`src/pesc_pkg.sv`:
```
// Package for the performance event select and count block
package pesc_pkg;

    // ****************************************
    // Event codes
    // ****************************************
    localparam logic [5:0] EV_INSTR_EXEC = 6'h16;
    localparam logic [5:0] EV_INSTR_SECOND = 6'h17;
    localparam logic [5:0] EV_BUS_CYCLE_CLKS = 6'h18;
    localparam logic [5:0] EV_WBUF_FULL_STALL = 6'h19;
    localparam logic [5:0] EV_READ_WAIT_STALL = 6'h1a;
    localparam logic [5:0] EV_EM_WRITE_STALL = 6'h1b;
    localparam logic [5:0] EV_LOCKED_CYCLE = 6'h1c;
    localparam logic [5:0] EV_IO_CYCLE = 6'h1d;
    localparam logic [5:0] EV_NC_READ = 6'h1e;
    localparam logic [5:0] EV_AGI_STALL = 6'h1f;
    localparam logic [5:0] EV_FLOPS = 6'h22;
    localparam logic [5:0] EV_BKPT_ZERO = 6'h23;
    localparam logic [5:0] EV_BKPT_THREE = 6'h26;
    localparam logic [5:0] EV_HW_MASKABLE_INTERRUPT_REQUEST = 6'h27;
    localparam logic [5:0] EV_DATA_RW = 6'h28;
    localparam logic [5:0] EV_DATA_MISS = 6'h29;
    localparam logic [5:0] EV_BUS_OWNERSHIP = 6'h2a;
    localparam logic [5:0] EV_MM_FIRST_PIPE = 6'h2b;

    // ****************************************
    // Widths and counts
    // ****************************************
    localparam int CODE_W = 6;
    localparam int INC_W = 3;
    localparam int FP_OPS_W = 3;
    localparam int FILL_BEATS = 4;
    localparam logic [2:0] FILL_LAST = 3'h3;
    localparam logic [2:0] FILL_ZERO = 3'h0;
    localparam logic [1:0] BKPT_BASE = 2'h0;

    // ****************************************
    // Event source bundle, one field per occurrence
    // ****************************************
    typedef struct packed {
        logic first_retire;      // Instruction completed in first pipe
        logic second_retire;     // Instruction completed in second pipe
        logic string_repeat;     // Retire is a repeat-string iteration past the first
        logic halt_instruction;  // Halt instruction retiring this clock
        logic halted;            // Core idling in halt state
        logic fault_invoke;      // Fault handler invoked
        logic maskable_interrupt_request_taken;        // Any interrupt or exception taken
        logic hw_maskable_interrupt_request_taken;     // Maskable or nonmaskable hardware interrupt taken
        logic bus_busy;          // Bus cycle in progress
        logic hold_acknowledge;
        logic address_hold_request;
        logic bus_backoff;
        logic wbuf_full_stall;
        logic io_access;         // Stalled access targets I/O space
        logic read_wait_stall;
        logic dtlb_miss_stall;
        logic fill_read_stall;   // Read not bypassed during line fill
        logic em_write_stall;
        logic bus_cycle_start;   // Address strobe of a new bus cycle
        logic cycle_restart;     // Start is a restart after back-off
        logic cycle_locked_read;
        logic split_cycle_flag;
        logic cycle_io;
        logic cycle_nc_read;
        logic agi_first;
        logic agi_second;
        logic [FP_OPS_W-1:0] fp_ops; // FP operations finished this clock
        logic fp_excluded_exc;   // Those ops raised an excluded exception
        logic [3:0] breakpoint_match_pins;
        logic bkpt_enabled;
        logic bkpt_code_second;  // Code match raised by second pipe
        logic [1:0] data_access; // Data accesses this clock
        logic [1:0] data_miss;   // Data cache misses this clock
        logic data_tlb_proc;     // Accesses belong to translation-miss work
        logic data_io;
        logic miss_same_line;    // Miss hits the line being filled
        logic burst_ready;
        logic private_bus_request;
        logic private_modified_snoop_hit;
        logic modified_line_snoop_hit;
        logic private_bus_grant;
    } pesc_events_t;

endpackage : pesc_pkg

```
`src/pesc_counter.sv`:
```
// One performance counter accumulating a per-clock increment
`timescale 1ns/1ps
`default_nettype none

module pesc_counter #(
    parameter int CNT_W = 40
) (
    // Clock and reset
    input wire logic clk_i,
    input wire logic rst_n_i,
    // Increment
    input wire logic [pesc_pkg::INC_W-1:0] inc_i,
    // Count
    output logic [CNT_W-1:0] count_o
);

    logic [CNT_W-1:0] count_ff;

    // An increment wider than the count would be cut
    if (CNT_W < pesc_pkg::INC_W) begin : g_bad_width
        $error("pesc_counter: CNT_W narrower than increment");
    end

    // Wraps silently; software owns overflow handling
    always_ff @(posedge clk_i or negedge rst_n_i) begin
        if (!rst_n_i) begin
            count_ff <= '0;
        end else begin
            count_ff <= count_ff + CNT_W'(inc_i);
        end
    end

    assign count_o = count_ff;

endmodule : pesc_counter

`default_nettype wire

```
`src/pesc_top.sv`:
```
// Event selection and increment logic for two performance counters
// Function
// - Code 16H adds instructions completed, two max
// - 16H also counts faults, interrupts, exceptions
// - Repeat string instruction counts once only
// - Halt instruction adds exactly one
// - Code 17H counts second pipe completions
// - 18H counts busy bus clocks incl holds
// - 19H counts write-buffer-full stalls, not I/O
// - 1AH counts data read waits incl misses
// - 1BH counts stalls writing E/M lines
// - 1CH counts locked reads; split counts two
// - 1DH counts I/O cycles; misaligned counts once
// - Back-off restarts not recounted for 1C-1E
// - 1EH counts noncacheable reads, not I/O
// - 1FH counts interlocks, both pipes add two
// - 22H counts FP ops, excluded exceptions skipped
// - 23H-26H count debug matches, disabled first-pipe
// - 27H counts hardware interrupts taken
// - 28H counts data accesses, two per clock
// - 29H counts misses, burst-fill repeats skipped
// - 2AH counter 0 counts ownership wait clocks
// - 2AH counter 1 counts ownership requests
`timescale 1ns/1ps
`default_nettype none

module pesc_top #(
    parameter int CNT_W = 40
) (
    // Clock and reset
    input wire logic clk_i,
    input wire logic resetn_i,
    // Event sources
    input wire pesc_pkg::pesc_events_t events_i,
    // Event selects
    input wire logic [pesc_pkg::CODE_W-1:0] sel0_i,
    input wire logic [pesc_pkg::CODE_W-1:0] sel1_i,
    // Counters
    output logic [CNT_W-1:0] count0_o,
    output logic [CNT_W-1:0] count1_o,
    output logic [pesc_pkg::INC_W-1:0] inc0_o,
    output logic [pesc_pkg::INC_W-1:0] inc1_o
);

    // ****************************************
    // Elaboration check
    // ****************************************
    if (CNT_W < 8) begin : g_bad_width
        $error("pesc_top: CNT_W too small");
    end

    // ****************************************
    // Reset synchroniser
    // ****************************************
    logic rst_meta_ff;
    logic rst_n_ff;

    // Release is synchronous; assertion stays asynchronous
    always_ff @(posedge clk_i or negedge resetn_i) begin
        if (!resetn_i) begin
            rst_meta_ff <= 1'b0;
            rst_n_ff <= 1'b0;
        end else begin
            rst_meta_ff <= 1'b1;
            rst_n_ff <= rst_meta_ff;
        end
    end

    // ****************************************
    // Per-event state
    // ****************************************
    logic [2:0] fill_beat_ff;
    logic fill_active_ff;
    logic own_wait_ff;
    logic own_req_prev_ff;
    logic halt_seen_ff;
    logic own_start;

    // Earliest of request or either modified-hit opens the wait
    assign own_start = events_i.private_bus_request
        | events_i.private_modified_snoop_hit
        | events_i.modified_line_snoop_hit;

    // Burst fill tracker: open on a miss, close on fourth ready
    always_ff @(posedge clk_i or negedge rst_n_ff) begin
        if (!rst_n_ff) begin
            fill_active_ff <= 1'b0;
            fill_beat_ff <= pesc_pkg::FILL_ZERO;
        end else if (fill_active_ff) begin
            if (events_i.burst_ready) begin
                if (fill_beat_ff == pesc_pkg::FILL_LAST) begin
                    fill_active_ff <= 1'b0;
                    fill_beat_ff <= pesc_pkg::FILL_ZERO;
                end else begin
                    fill_beat_ff <= fill_beat_ff + 3'h1;
                end
            end
        end else if (|events_i.data_miss && !events_i.data_tlb_proc && !events_i.data_io) begin
            fill_active_ff <= 1'b1;
            fill_beat_ff <= pesc_pkg::FILL_ZERO;
        end
    end

    // Ownership wait: starts on earliest request or hit, ends on grant
    always_ff @(posedge clk_i or negedge rst_n_ff) begin
        if (!rst_n_ff) begin
            own_wait_ff <= 1'b0;
        end else if (events_i.private_bus_grant) begin
            own_wait_ff <= 1'b0;
        end else if (own_start) begin
            own_wait_ff <= 1'b1;
        end
    end

    // Request edge history for the transfer count
    always_ff @(posedge clk_i or negedge rst_n_ff) begin
        if (!rst_n_ff) begin
            own_req_prev_ff <= 1'b0;
        end else begin
            own_req_prev_ff <= events_i.private_bus_request;
        end
    end

    // Halt residency guard, so only the instruction itself counts
    always_ff @(posedge clk_i or negedge rst_n_ff) begin
        if (!rst_n_ff) begin
            halt_seen_ff <= 1'b0;
        end else begin
            halt_seen_ff <= events_i.halted;
        end
    end

    // ****************************************
    // Shared per-code increment decode
    // ****************************************
    function automatic logic [pesc_pkg::INC_W-1:0] ev_inc(
        input logic [pesc_pkg::CODE_W-1:0] code,
        input logic second_counter,
        input pesc_pkg::pesc_events_t ev,
        input logic fill_on,
        input logic own_on,
        input logic req_prev,
        input logic halt_prev
    );
        logic [pesc_pkg::INC_W-1:0] inc;
        logic [pesc_pkg::INC_W-1:0] retire;
        logic fresh;
        logic [1:0] bidx;
        logic [1:0] miss_n;
        inc = '0;
        // Repeat iterations contribute nothing; halted residency masks only the first-pipe retire
        retire = 3'(ev.first_retire && !ev.string_repeat
            && !(ev.halted && halt_prev && !ev.halt_instruction))
            + 3'(ev.second_retire && !ev.string_repeat);
        fresh = ev.bus_cycle_start && !ev.cycle_restart;
        bidx = 2'(code - pesc_pkg::EV_BKPT_ZERO);
        miss_n = (fill_on && ev.miss_same_line) ? 2'h0 : ev.data_miss;
        unique case (code) inside
            pesc_pkg::EV_INSTR_EXEC: begin
                inc = retire + 3'(ev.fault_invoke) + 3'(ev.maskable_interrupt_request_taken);
            end
            pesc_pkg::EV_INSTR_SECOND: begin
                inc = 3'(ev.second_retire && !ev.string_repeat);
            end
            pesc_pkg::EV_BUS_CYCLE_CLKS: begin
                inc = 3'(ev.bus_busy || ev.hold_acknowledge
                    || ev.address_hold_request || ev.bus_backoff);
            end
            pesc_pkg::EV_WBUF_FULL_STALL: begin
                inc = 3'(ev.wbuf_full_stall && !ev.io_access);
            end
            pesc_pkg::EV_READ_WAIT_STALL: begin
                inc = 3'(ev.read_wait_stall || ev.dtlb_miss_stall
                    || ev.fill_read_stall);
            end
            pesc_pkg::EV_EM_WRITE_STALL: begin
                inc = 3'(ev.em_write_stall);
            end
            pesc_pkg::EV_LOCKED_CYCLE: begin
                if (fresh && ev.cycle_locked_read) begin
                    inc = ev.split_cycle_flag ? 3'h2 : 3'h1;
                end
            end
            pesc_pkg::EV_IO_CYCLE: begin
                inc = 3'(fresh && ev.cycle_io); // each bus cycle seen once
            end
            pesc_pkg::EV_NC_READ: begin
                inc = 3'(fresh && ev.cycle_nc_read && !ev.cycle_io);
            end
            pesc_pkg::EV_AGI_STALL: begin
                inc = 3'(ev.agi_first) + 3'(ev.agi_second);
            end
            pesc_pkg::EV_FLOPS: begin
                inc = ev.fp_excluded_exc ? 3'h0 : ev.fp_ops;
            end
            [pesc_pkg::EV_BKPT_ZERO:pesc_pkg::EV_BKPT_THREE]: begin
                // Second-pipe code matches dropped while breakpoints are off
                inc = 3'(ev.breakpoint_match_pins[bidx]
                    && (ev.bkpt_enabled || !ev.bkpt_code_second));
            end
            pesc_pkg::EV_HW_MASKABLE_INTERRUPT_REQUEST: begin
                inc = 3'(ev.hw_maskable_interrupt_request_taken);
            end
            pesc_pkg::EV_DATA_RW: begin
                if (!ev.data_tlb_proc && !ev.data_io) begin
                    inc = 3'(ev.data_access);
                end
            end
            pesc_pkg::EV_DATA_MISS: begin
                if (!ev.data_tlb_proc && !ev.data_io) begin
                    inc = 3'(miss_n);
                end
            end
            pesc_pkg::EV_BUS_OWNERSHIP: begin
                if (second_counter) begin
                    inc = 3'(ev.private_bus_request && !req_prev);
                end else begin
                    inc = 3'(own_on && !ev.private_bus_grant);
                end
            end
            default: begin
                inc = '0;
            end
        endcase
        return inc;
    endfunction : ev_inc

    // ****************************************
    // Counter lanes
    // ****************************************
    logic [pesc_pkg::INC_W-1:0] lane_inc [2];
    logic [CNT_W-1:0] lane_cnt [2];
    logic [pesc_pkg::CODE_W-1:0] lane_sel [2];

    assign lane_sel[0] = sel0_i;
    assign lane_sel[1] = sel1_i;

    for (genvar g = 0; g < 2; g++) begin : g_lane
        // Each lane decodes its own select every clock; all state goes in as
        // arguments so the assign re-evaluates whenever any of it moves
        assign lane_inc[g] = ev_inc(lane_sel[g], 1'(g), events_i, fill_active_ff,
            own_wait_ff | own_start, own_req_prev_ff, halt_seen_ff);

        pesc_counter #(
            .CNT_W(CNT_W)
        ) u_counter (
            .clk_i(clk_i),
            .rst_n_i(rst_n_ff),
            .inc_i(lane_inc[g]),
            .count_o(lane_cnt[g])
        );
    end

    assign count0_o = lane_cnt[0];
    assign count1_o = lane_cnt[1];
    assign inc0_o = lane_inc[0];
    assign inc1_o = lane_inc[1];

    // ****************************************
    // Assertions
    // ****************************************
    a_count_adds: assert property (@(posedge clk_i) disable iff (!rst_n_ff)
        ##1 $past(rst_n_ff) |-> count0_o == CNT_W'($past(count0_o) + CNT_W'($past(inc0_o))))
        else $error("counter 0 did not add its increment");

    a_instr_two: assert property (@(posedge clk_i) disable iff (!rst_n_ff)
        sel0_i == pesc_pkg::EV_INSTR_EXEC && events_i.first_retire && events_i.second_retire
        && !events_i.string_repeat && !events_i.halted && !events_i.fault_invoke
        && !events_i.maskable_interrupt_request_taken |-> inc0_o == 3'h2)
        else $error("paired completion not counted as two");

    a_repeat_once: assert property (@(posedge clk_i) disable iff (!rst_n_ff)
        sel1_i == pesc_pkg::EV_INSTR_SECOND && events_i.string_repeat |-> inc1_o == 3'h0)
        else $error("repeat iteration counted");

    a_bus_clks: assert property (@(posedge clk_i) disable iff (!rst_n_ff)
        sel0_i == pesc_pkg::EV_BUS_CYCLE_CLKS && events_i.bus_backoff |-> inc0_o == 3'h1)
        else $error("back-off clock not counted as bus clock");

    a_wbuf_io: assert property (@(posedge clk_i) disable iff (!rst_n_ff)
        sel0_i == pesc_pkg::EV_WBUF_FULL_STALL && events_i.io_access |-> inc0_o == 3'h0)
        else $error("I/O stall counted");

    a_split_lock: assert property (@(posedge clk_i) disable iff (!rst_n_ff)
        sel1_i == pesc_pkg::EV_LOCKED_CYCLE && events_i.bus_cycle_start
        && !events_i.cycle_restart && events_i.cycle_locked_read
        && events_i.split_cycle_flag |-> inc1_o == 3'h2)
        else $error("split locked cycle not counted twice");

    a_no_recount: assert property (@(posedge clk_i) disable iff (!rst_n_ff)
        sel1_i == pesc_pkg::EV_IO_CYCLE && events_i.cycle_restart |-> inc1_o == 3'h0)
        else $error("restarted cycle recounted");

    a_agi_both: assert property (@(posedge clk_i) disable iff (!rst_n_ff)
        sel1_i == pesc_pkg::EV_AGI_STALL && events_i.agi_first && events_i.agi_second
        |-> inc1_o == 3'h2)
        else $error("dual interlock not counted twice");

    a_own_wait: assert property (@(posedge clk_i) disable iff (!rst_n_ff)
        sel0_i == pesc_pkg::EV_BUS_OWNERSHIP && own_wait_ff && !events_i.private_bus_grant
        |-> inc0_o == 3'h1)
        else $error("ownership wait clock missed");

    a_own_xfer: assert property (@(posedge clk_i) disable iff (!rst_n_ff)
        sel1_i == pesc_pkg::EV_BUS_OWNERSHIP && events_i.private_bus_request
        ##1 sel1_i == pesc_pkg::EV_BUS_OWNERSHIP && events_i.private_bus_request
        |-> inc1_o == 3'h0)
        else $error("held request counted again");

    a_count1_adds: assert property (@(posedge clk_i) disable iff (!rst_n_ff)
        ##1 $past(rst_n_ff) |-> count1_o == CNT_W'($past(count1_o) + CNT_W'($past(inc1_o))))
        else $error("counter 1 did not add its increment");

    a_fault_maskable_interrupt_request: assert property (@(posedge clk_i) disable iff (!rst_n_ff)
        sel0_i == pesc_pkg::EV_INSTR_EXEC && events_i.fault_invoke && events_i.maskable_interrupt_request_taken
        && !events_i.first_retire && !events_i.second_retire |-> inc0_o == 3'h2)
        else $error("fault and interrupt not counted");

    a_halt_once: assert property (@(posedge clk_i) disable iff (!rst_n_ff)
        sel0_i == pesc_pkg::EV_INSTR_EXEC && events_i.halted && halt_seen_ff
        && !events_i.halt_instruction && !events_i.second_retire
        && !events_i.fault_invoke && !events_i.maskable_interrupt_request_taken |-> inc0_o == 3'h0)
        else $error("halted clock counted");

    a_second_only: assert property (@(posedge clk_i) disable iff (!rst_n_ff)
        sel1_i == pesc_pkg::EV_INSTR_SECOND && !events_i.second_retire |-> inc1_o == 3'h0)
        else $error("first pipe work counted on second pipe code");

    a_nc_no_io: assert property (@(posedge clk_i) disable iff (!rst_n_ff)
        sel0_i == pesc_pkg::EV_NC_READ && events_i.cycle_io |-> inc0_o == 3'h0)
        else $error("I/O read counted as noncacheable");

    a_flops_skip: assert property (@(posedge clk_i) disable iff (!rst_n_ff)
        sel0_i == pesc_pkg::EV_FLOPS && events_i.fp_excluded_exc |-> inc0_o == 3'h0)
        else $error("excepting FP ops counted");

    a_bkpt_gate: assert property (@(posedge clk_i) disable iff (!rst_n_ff)
        sel0_i inside {[pesc_pkg::EV_BKPT_ZERO:pesc_pkg::EV_BKPT_THREE]}
        && !events_i.bkpt_enabled && events_i.bkpt_code_second |-> inc0_o == 3'h0)
        else $error("second pipe code match counted");

    a_fill_skip: assert property (@(posedge clk_i) disable iff (!rst_n_ff)
        sel1_i == pesc_pkg::EV_DATA_MISS && fill_active_ff && events_i.miss_same_line
        |-> inc1_o == 3'h0)
        else $error("same-line miss counted during fill");

endmodule : pesc_top

`default_nettype wire

```
`config.mk`:
```
export PLATFORM = sky130hd
export DESIGN_NAME = pesc_top
export DESIGN_NICKNAME = d
export VERILOG_FILES = /design/src/pesc_pkg.sv /design/src/pesc_counter.sv /design/src/pesc_top.sv
export SDC_FILE = /design/constraint.sdc
export NUM_CORES = 1
export LEC_CHECK = 0
export CORE_MARGIN = 4
export CORE_UTILIZATION = 53
export DETAILED_ROUTE_END_ITERATION = 7
export DONT_BUFFER_PORTS = 1
export PLACE_DENSITY = 0.78
export SLEW_MARGIN = 10
export SYNTH_ARGS = -nofsm -noshare
export SYNTH_HDL_FRONTEND = slang
export SYNTH_SLANG_ARGS = --single-unit
```
`constraint.sdc`:
```
create_clock -name clk_i -period 7.3 [get_ports clk_i]
set_input_delay 1.825 -clock clk_i [delete_from_list [all_inputs] [get_ports clk_i]]
set_output_delay 1.825 -clock clk_i [all_outputs]
set_load 0.01 [all_outputs]
```
# Word level (Yosys, flattened, before mapping)
# Index checks and enable logic that the tools add are counted.
[totals] reg_bits=89 inputBits=62 output_inout_bits=86 word_cells=123
[op_classes] add_sub_neg=9 order_cmp=6 n_eq_ne=32 muxes=22 bitwise=3 n_reduce_logical=42
[ops] op="$eq A6 B5 Y1 const B" n=20
[ops] op="$pmux W3 S16" n=2
[ops] op="$add A40 B3 Y40" n=2
[ops] op="$eq A6 B6 Y1 const B" n=10
[ops] op="$logic_and A1 B1 Y1" n=21
[ops] op="$mux W3" n=5
[ops] op="$ge A6 B6 Y1 const B" n=2
[ops] op="$le A6 B6 Y1 const B" n=2
[ops] op="$logic_not A1 Y1" n=11
[ops] op="$mux W2" n=5
[ops] op="$mux W1" n=8
[ops] op="$logic_or A1 B1 Y1" n=6
[ops] op="$lt A2 B3 Y1 const B" n=2
[ops] op="$add A1 B1 Y2" n=2
[ops] op="$bmux W1 S2" n=2
[ops] op="$reduce_bool A2 Y1" n=2
[ops] op="$sub A2 B2 Y2 const B" n=2
[ops] op="$add A2 B1 Y3" n=1
[ops] op="$add A3 B1 Y3" n=1
[ops] op="$add A3 B1 Y3 const B" n=1
[ops] op="$eq A3 B2 Y1 const B" n=1
[ops] op="$or A1 B1 Y1" n=3
[ops] op="$ne A2 B2 Y1 const B" n=1
[ops] op="$reduce_and A2 Y1" n=1
[ops] op="$reduce_or A2 Y1" n=1

# Logic depth before layout (Yosys ltp)
[depth] word_depth=9 mapped_depth=15 ltp_nobuf=14

# By module
# Synthesis repeated with hierarchy kept, for this count alone.
[unflattened] cells_unflattened=474 area_unflattened_um2=4963.5
[modules_own_cells] module="pesc_counter at g_lane[1].u_counter" n_inst=1 cells_per_inst=170 area_each_um2=1929.4 seq_area_each_um2=1001.0
[modules_own_cells] module="pesc_counter at g_lane[0].u_counter" n_inst=1 cells_per_inst=153 area_each_um2=1810.5 seq_area_each_um2=1001.0
[modules_own_cells] module="pesc_top" n_inst=1 cells_per_inst=151 area_each_um2=1223.7 seq_area_each_um2=225.2

# Worst setup path after synthesis
# OpenSTA, ideal clock, no wires.
[synth_timing] path_type="input to output" startpoint="input events_i[45] in the netlist's numbering" endpoint="output inc1_o[1] in the netlist's numbering" arrival_ns=3.342 required_time_ns=5.475 setup_slack_ns=2.133 stages=7 path_buffers=0 path_cell_list="nand2b_1 -> fa_1 -> inv_1 -> ha_1 -> ha_1 -> a32oi_1 -> nand4_1"
[synth_via] elab_chain_len=7 word_cells_on_any_way=8 cone_classes="add/sub (3); mux (1); reduce/logical (4)"
[synth_rtl] item="start: declaration" line_no="pesc_top.sv:34" text="input wire pesc_pkg::pesc_events_t events_i,"
[synth_rtl] item="$logic_not A1 Y1 (*)" line_no="pesc_top.sv:152, pesc_top.sv:154"
[synth_rtl] item="$logic_and A1 B1 Y1" line_no="pesc_top.sv:152" text="retire = 3'(ev.first_retire && !ev.string_repeat"
[synth_rtl] item="$logic_and A1 B1 Y1" line_no="pesc_top.sv:153" text="&& !(ev.halted && halt_prev && !ev.halt_instruction))"
[synth_rtl] item="$add A1 B1 Y2 (*)" line_no="pesc_top.sv:154" text="+ 3'(ev.second_retire && !ev.string_repeat);"
[synth_rtl] item="$add A2 B1 Y3 (*)" line_no="pesc_top.sv:160" text="inc = retire + 3'(ev.fault_invoke) + 3'(ev.maskable_interrupt_request_taken);"
[synth_rtl] item="$add A3 B1 Y3 (*)" line_no="pesc_top.sv:160"
[synth_rtl] item="$pmux W3 S16 (*)" line_no="pesc_top.sv:158" text="unique case (code) inside"
[synth_rtl] item="end: declaration" line_no="pesc_top.sv:42" text="output logic [pesc_pkg::INC_W-1:0] inc1_o"
# Mark *: on every way between the ends. The rest lies on a longest branch, timed or not.

# Worst setup path after layout
# Ends and elaborated chain as after synthesis.

==> reports/qor.json <==
{
  "clock_root_cell": {"value": "sky130_fd_sc_hd__clkbuf_8"},
  "cts_tree": {"value": "yes"},
  "run_status": {"value": "finished clean"},
  "dpl.cell_count": {"value": 562},
  "grt_start_max_net_pins": {"value": 88},
  "vias_per_cell": {"value": 6.13},
  "p_sw": {"value": 0.291, "unit": "mW"},
  "data_required_time_at_the_worst_endpoint": {"value": 5.48, "unit": "ns"},
  "dieWidth": {"value": 103, "unit": "microns"},
  "detailedRoute.firstPassIterationCount": {"value": 6},
  "clock_power_share": {"value": 36.8, "unit": "%"},
  "route.antenna.remaining_nets": {"value": 0},
  "report.final.slew_viol_count": {"value": 0},
  "crit_type": {"value": "input pin to output pin"},
  "total_negative_slack_for_setup_checks": {"value": 0, "unit": "ns"},
  "finalWorstPathRequiredPeriod": {"value": 5.35, "unit": "ns"},
  "routed_wl": {"value": 10.9, "unit": "mm"},
  "clk_pin_slew": {"value": 0.10, "unit": "ns"},
  "layout-drive-gt1-share": {"value": 5.74, "unit": "%"},
  "design.core.area": {"value": 8720, "unit": "sq um"},
  "max-cap-violations": {"value": 0},
  "port-buffer-count": {"value": 0},
  "syn_nets": {"value": 540},
  "syn_area": {"value": 4770, "unit": "sq um"},
  "synth_seq_cells": {"value": 89},
  "seq_area_frac_synth": {"value": 46.7, "unit": "%"},
  "drt-initial-drc-count": {"value": 175},
  "p_leak": {"value": 2.32, "unit": "nW"},
  "first_global_vias": {"value": 3498},
  "worst_setup_path_end_kind": {"value": "output pin"},
  "cts_made_buffers": {"value": 9},
  "critical_path_data_arrival_time": {"value": 3.52, "unit": "ns"},
  "fin_crit_sh": {"value": 73.2, "unit": "%"},
  "n_antenna_cell": {"value": 0},
  "yosysUniqueCellTypes": {"value": 48},
  "power.share.sequential": {"value": 54.4, "unit": "%"},
  "antenna_found_initial": {"value": 0},
  "synth-xor-area-share": {"value": 14.0, "unit": "%"},
  "max-clock-path-buffers": {"value": 2},
  "nNetsFinal": {"value": 548},
  "fmax": {"value": 187, "unit": "MHz"},
  "synthToLayoutAreaGrowth": {"value": 7.66, "unit": "%"},
  "setup_violations": {"value": 0},
  "synthMuxAreaShare": {"value": 0.945, "unit": "%"},
  "tritoncts_num_sinks": {"value": 89},
  "share_of_synthesized_cell_area_in_and_or_nand_and_nor_gates": {"value": 24.7, "unit": "%"},
  "p_comb_share": {"value": 8.8, "unit": "%"},
  "grt_pass1_wl": {"value": 17.5, "unit": "mm"},
  "grt_overflow": {"value": 0},
  "syn_area_per_cell": {"value": 10.4, "unit": "sq um"},
  "start_util": {"value": 54.7, "unit": "%"},
  "skew_pair_late_insertion_delay": {"value": 0.34, "unit": "ns"},
  "htreeDepth": {"value": 3},
  "postCtsResizedCells": {"value": 0},
  "crit_path_start_kind": {"value": "input pin"},
  "post-place-ws": {"value": 1.96, "unit": "ns"},
  "critical_path_peak_fanout": {"value": 3},
  "number_of_hold_slack_violations_in_the_final_timing_report": {"value": 0},
  "yosys_warning_count": {"value": 0},
  "fraction_of_the_mapped_netlist_area_in_compound_gates": {"value": 5.90, "unit": "%"},
  "post-cts-setup-buffers": {"value": 0},
  "core.rowCount": {"value": 34},
  "fin_cells": {"value": 578},
  "holdCritPathClass": {"value": "flop to flop"},
  "die-area": {"value": 10600, "unit": "sq um"},
  "postCtsHoldBufs": {"value": 0},
  "route.detailed.wl_per_inst": {"value": 18.8, "unit": "microns"},
  "final.setup.worst_slack": {"value": 1.95, "unit": "ns"},
  "grt_setup_unrepaired": {"value": "no"},
  "synth-main-ff-cell": {"value": "sky130_fd_sc_hd__dfrtp_1"},
  "postSynth.asyncResetShare": {"value": 100, "unit": "%"},
  "worst_pin_slew": {"value": 1.08, "unit": "ns"},
  "io_pins": {"value": 148},
  "synth_adder_area_share": {"value": 5.98, "unit": "%"},
  "max_slew_headroom": {"value": 28.2, "unit": "%"},
  "gp_congestion": {"value": 0.884},
  "hpwl_after_detailed_placement": {"value": 8.49, "unit": "mm"},
  "power.density_cell_area": {"value": 213, "unit": "nW/um^2"},
  "layout.filler_cells": {"value": 717},
  "power_report.internal_total": {"value": 0.803, "unit": "mW"},
  "num_vias": {"value": 3546},
  "global_route.usage.total": {"value": 21.0, "unit": "%"},
  "synth_top_family_by_area": {"value": "simple AND/OR/NAND/NOR gates"},
  "drt_drc_violations_left": {"value": 0},
  "worst_clock_skew": {"value": 0.0148, "unit": "ns"},
  "ir_worst_vdd": {"value": 0.144, "unit": "mV"},
  "postSynthCellCount": {"value": 457},
  "synth_enable_flop_cells": {"value": 0},
  "die_y": {"value": 103, "unit": "microns"},
  "p_sw_share": {"value": 26.6, "unit": "%"}
}
## power by group through the flow
stage          clock network (mW)  registers (mW)  logic, mW
4_1_cts                     0.411           0.598     0.0958
2_1_floorplan                   0           0.591     0.0758
5_1_grt                     0.434           0.606      0.112
3_3_place_gp                    0           0.605     0.0894
6_report                    0.402           0.595     0.0959
3_5_place_dp                    0           0.607     0.0943
## routing by layer
layer,part of all wire [%],global-route usage (%)
met3,11,7.65
met2,48,33.3
met5,0,0
met4,2.1,6.67
met1,39,26.8
## synth_stat cells (all sizes together) (2+ instances only)
master	instances	share of area, %
a31oi	2	0.26
xnor2	56	10
nor3b	6	1.4
and4	6	1.1
xor2	20	3.7
nand3	36	3.8
and2	5	0.66
a21o	2	0.31
nand3b	2	0.31
a32oi	5	0.92
a21oi	9	0.94
mux4	2	0.94
nor4b	2	0.37
a22o	4	0.73
nand2b	7	0.92
nor2b	11	1.4
nor4	8	1.5
o31ai	2	0.31
buf	3	0.42
nor2	18	1.4
inv	15	1.2
nand2	49	3.9
fa	3	1.3
o22ai	3	0.39
ha	18	4.7
nor3	10	1.0
and3	18	2.4
dfrtp	89	47
o21ai	4	0.42
nand4	27	3.9
a22oi	4	0.63
## stage by stage
stage	cell area [sq um]	hold WS [ns]	power (mW)	util, %
final	5130	0.362	1.09	58.9
after detailed placement	4890	0.346	0.702	56.1
after CTS	5130	0.368	1.10	58.9
after floorplan	4770	0.331	0.667	-
after global placement	4890	0.342	0.695	56.1
after global routing	5130	0.388	1.15	58.9
## critical path, stage by stage
cell,delay [ns]
sky130_fd_sc_hd__nand2b_1,0.17
sky130_fd_sc_hd__fa_1,0.49
sky130_fd_sc_hd__inv_1,0.04
sky130_fd_sc_hd__ha_1,0.19
sky130_fd_sc_hd__ha_1,0.31
sky130_fd_sc_hd__a32oi_1,0.21
sky130_fd_sc_hd__nand4_1,0.30
## cell type report
type	instances	area (sq um)	share of cell area (%)
multi-input cells	349	2460	47.9
flip-flops and latches	89	2230	43.5
well taps	108	135	2.63
clock buffers	10	128	2.49
clock inverters	6	115	2.24
inverters	15	56.3	1.10
repair buffers	1	7.51	0.146
## final timing paths
| kind | startpoint | cells after the start | slack (ns) | end |
|---|---|---|---|---|
| worst max register to register | halt_seen_ff$_DFF_PN0_ | 13 | 3.83 | g_lane[1].u_counter.count_o[39]$_DFF_PN0_ |
| worst min-delay path | rst_meta_ff$_DFF_PN0_ | 0 | 0.36 | rst_n_ff$_DFF_PN0_ |
| min in group asynchronous | rst_n_ff$_DFF_PN0_ | 0 | 0.55 | g_lane[1].u_counter.count_o[35]$_DFF_PN0_ |
| worst min register to register | rst_meta_ff$_DFF_PN0_ | 0 | 0.36 | rst_n_ff$_DFF_PN0_ |
| worst max-delay path | events_i[45] | 7 | 1.95 | inc1_o[1] |
| max in group asynchronous | resetn_i | 0 | 6.06 | rst_n_ff$_DFF_PN0_ |
## cells in the final DEF, fill, tap and decap left out, drive strengths merged, types with 2 or more instances in the layout
| cell | Yosys | layout |
|---|---|---|
| a21o | 2 | 2 |
| ha | 18 | 18 |
| bufinv | 0 | 3 |
| nor3b | 6 | 6 |
| nor2b | 11 | 11 |
| clkbuf | 1 | 10 |
| xnor2 | 56 | 56 |
| a32oi | 5 | 5 |
| o21ai | 4 | 4 |
| a31oi | 2 | 2 |
| nand2 | 49 | 49 |
| and3 | 18 | 18 |
| a22oi | 4 | 4 |
| nor3 | 10 | 10 |
| dfrtp | 89 | 89 |
| nand4 | 27 | 27 |
| inv | 15 | 16 |
| o22ai | 3 | 3 |
| mux4 | 2 | 2 |
| nor4b | 2 | 2 |
| nand3 | 36 | 36 |
| xor2 | 20 | 20 |
| a21oi | 9 | 9 |
| nor2 | 18 | 18 |
| fa | 3 | 3 |
| nand2b | 7 | 7 |
| o31ai | 2 | 2 |
| nor4 | 8 | 8 |
| and2 | 5 | 5 |
| nand3b | 2 | 2 |
| a22o | 4 | 4 |
| and4 | 6 | 6 |
## logic make-up after synthesis
group / after synthesis
compound gates: 40
xor+xnor: 76
fa+ha+maj: 21
buf+inv: 19
flops: 89
mux: 2
other cells: 1
simple gates: 209
## sequential cells by signal (all words and copies together), names as in the netlist
signal,flops
rst_meta_ff,1
own_req_prev_ff,1
fill_beat_ff,3
g_lane.u_counter.count_o,80
fill_active_ff,1
halt_seen_ff,1
own_wait_ff,1
rst_n_ff,1
No activity file was read; power rests on OpenSTA's default activity.
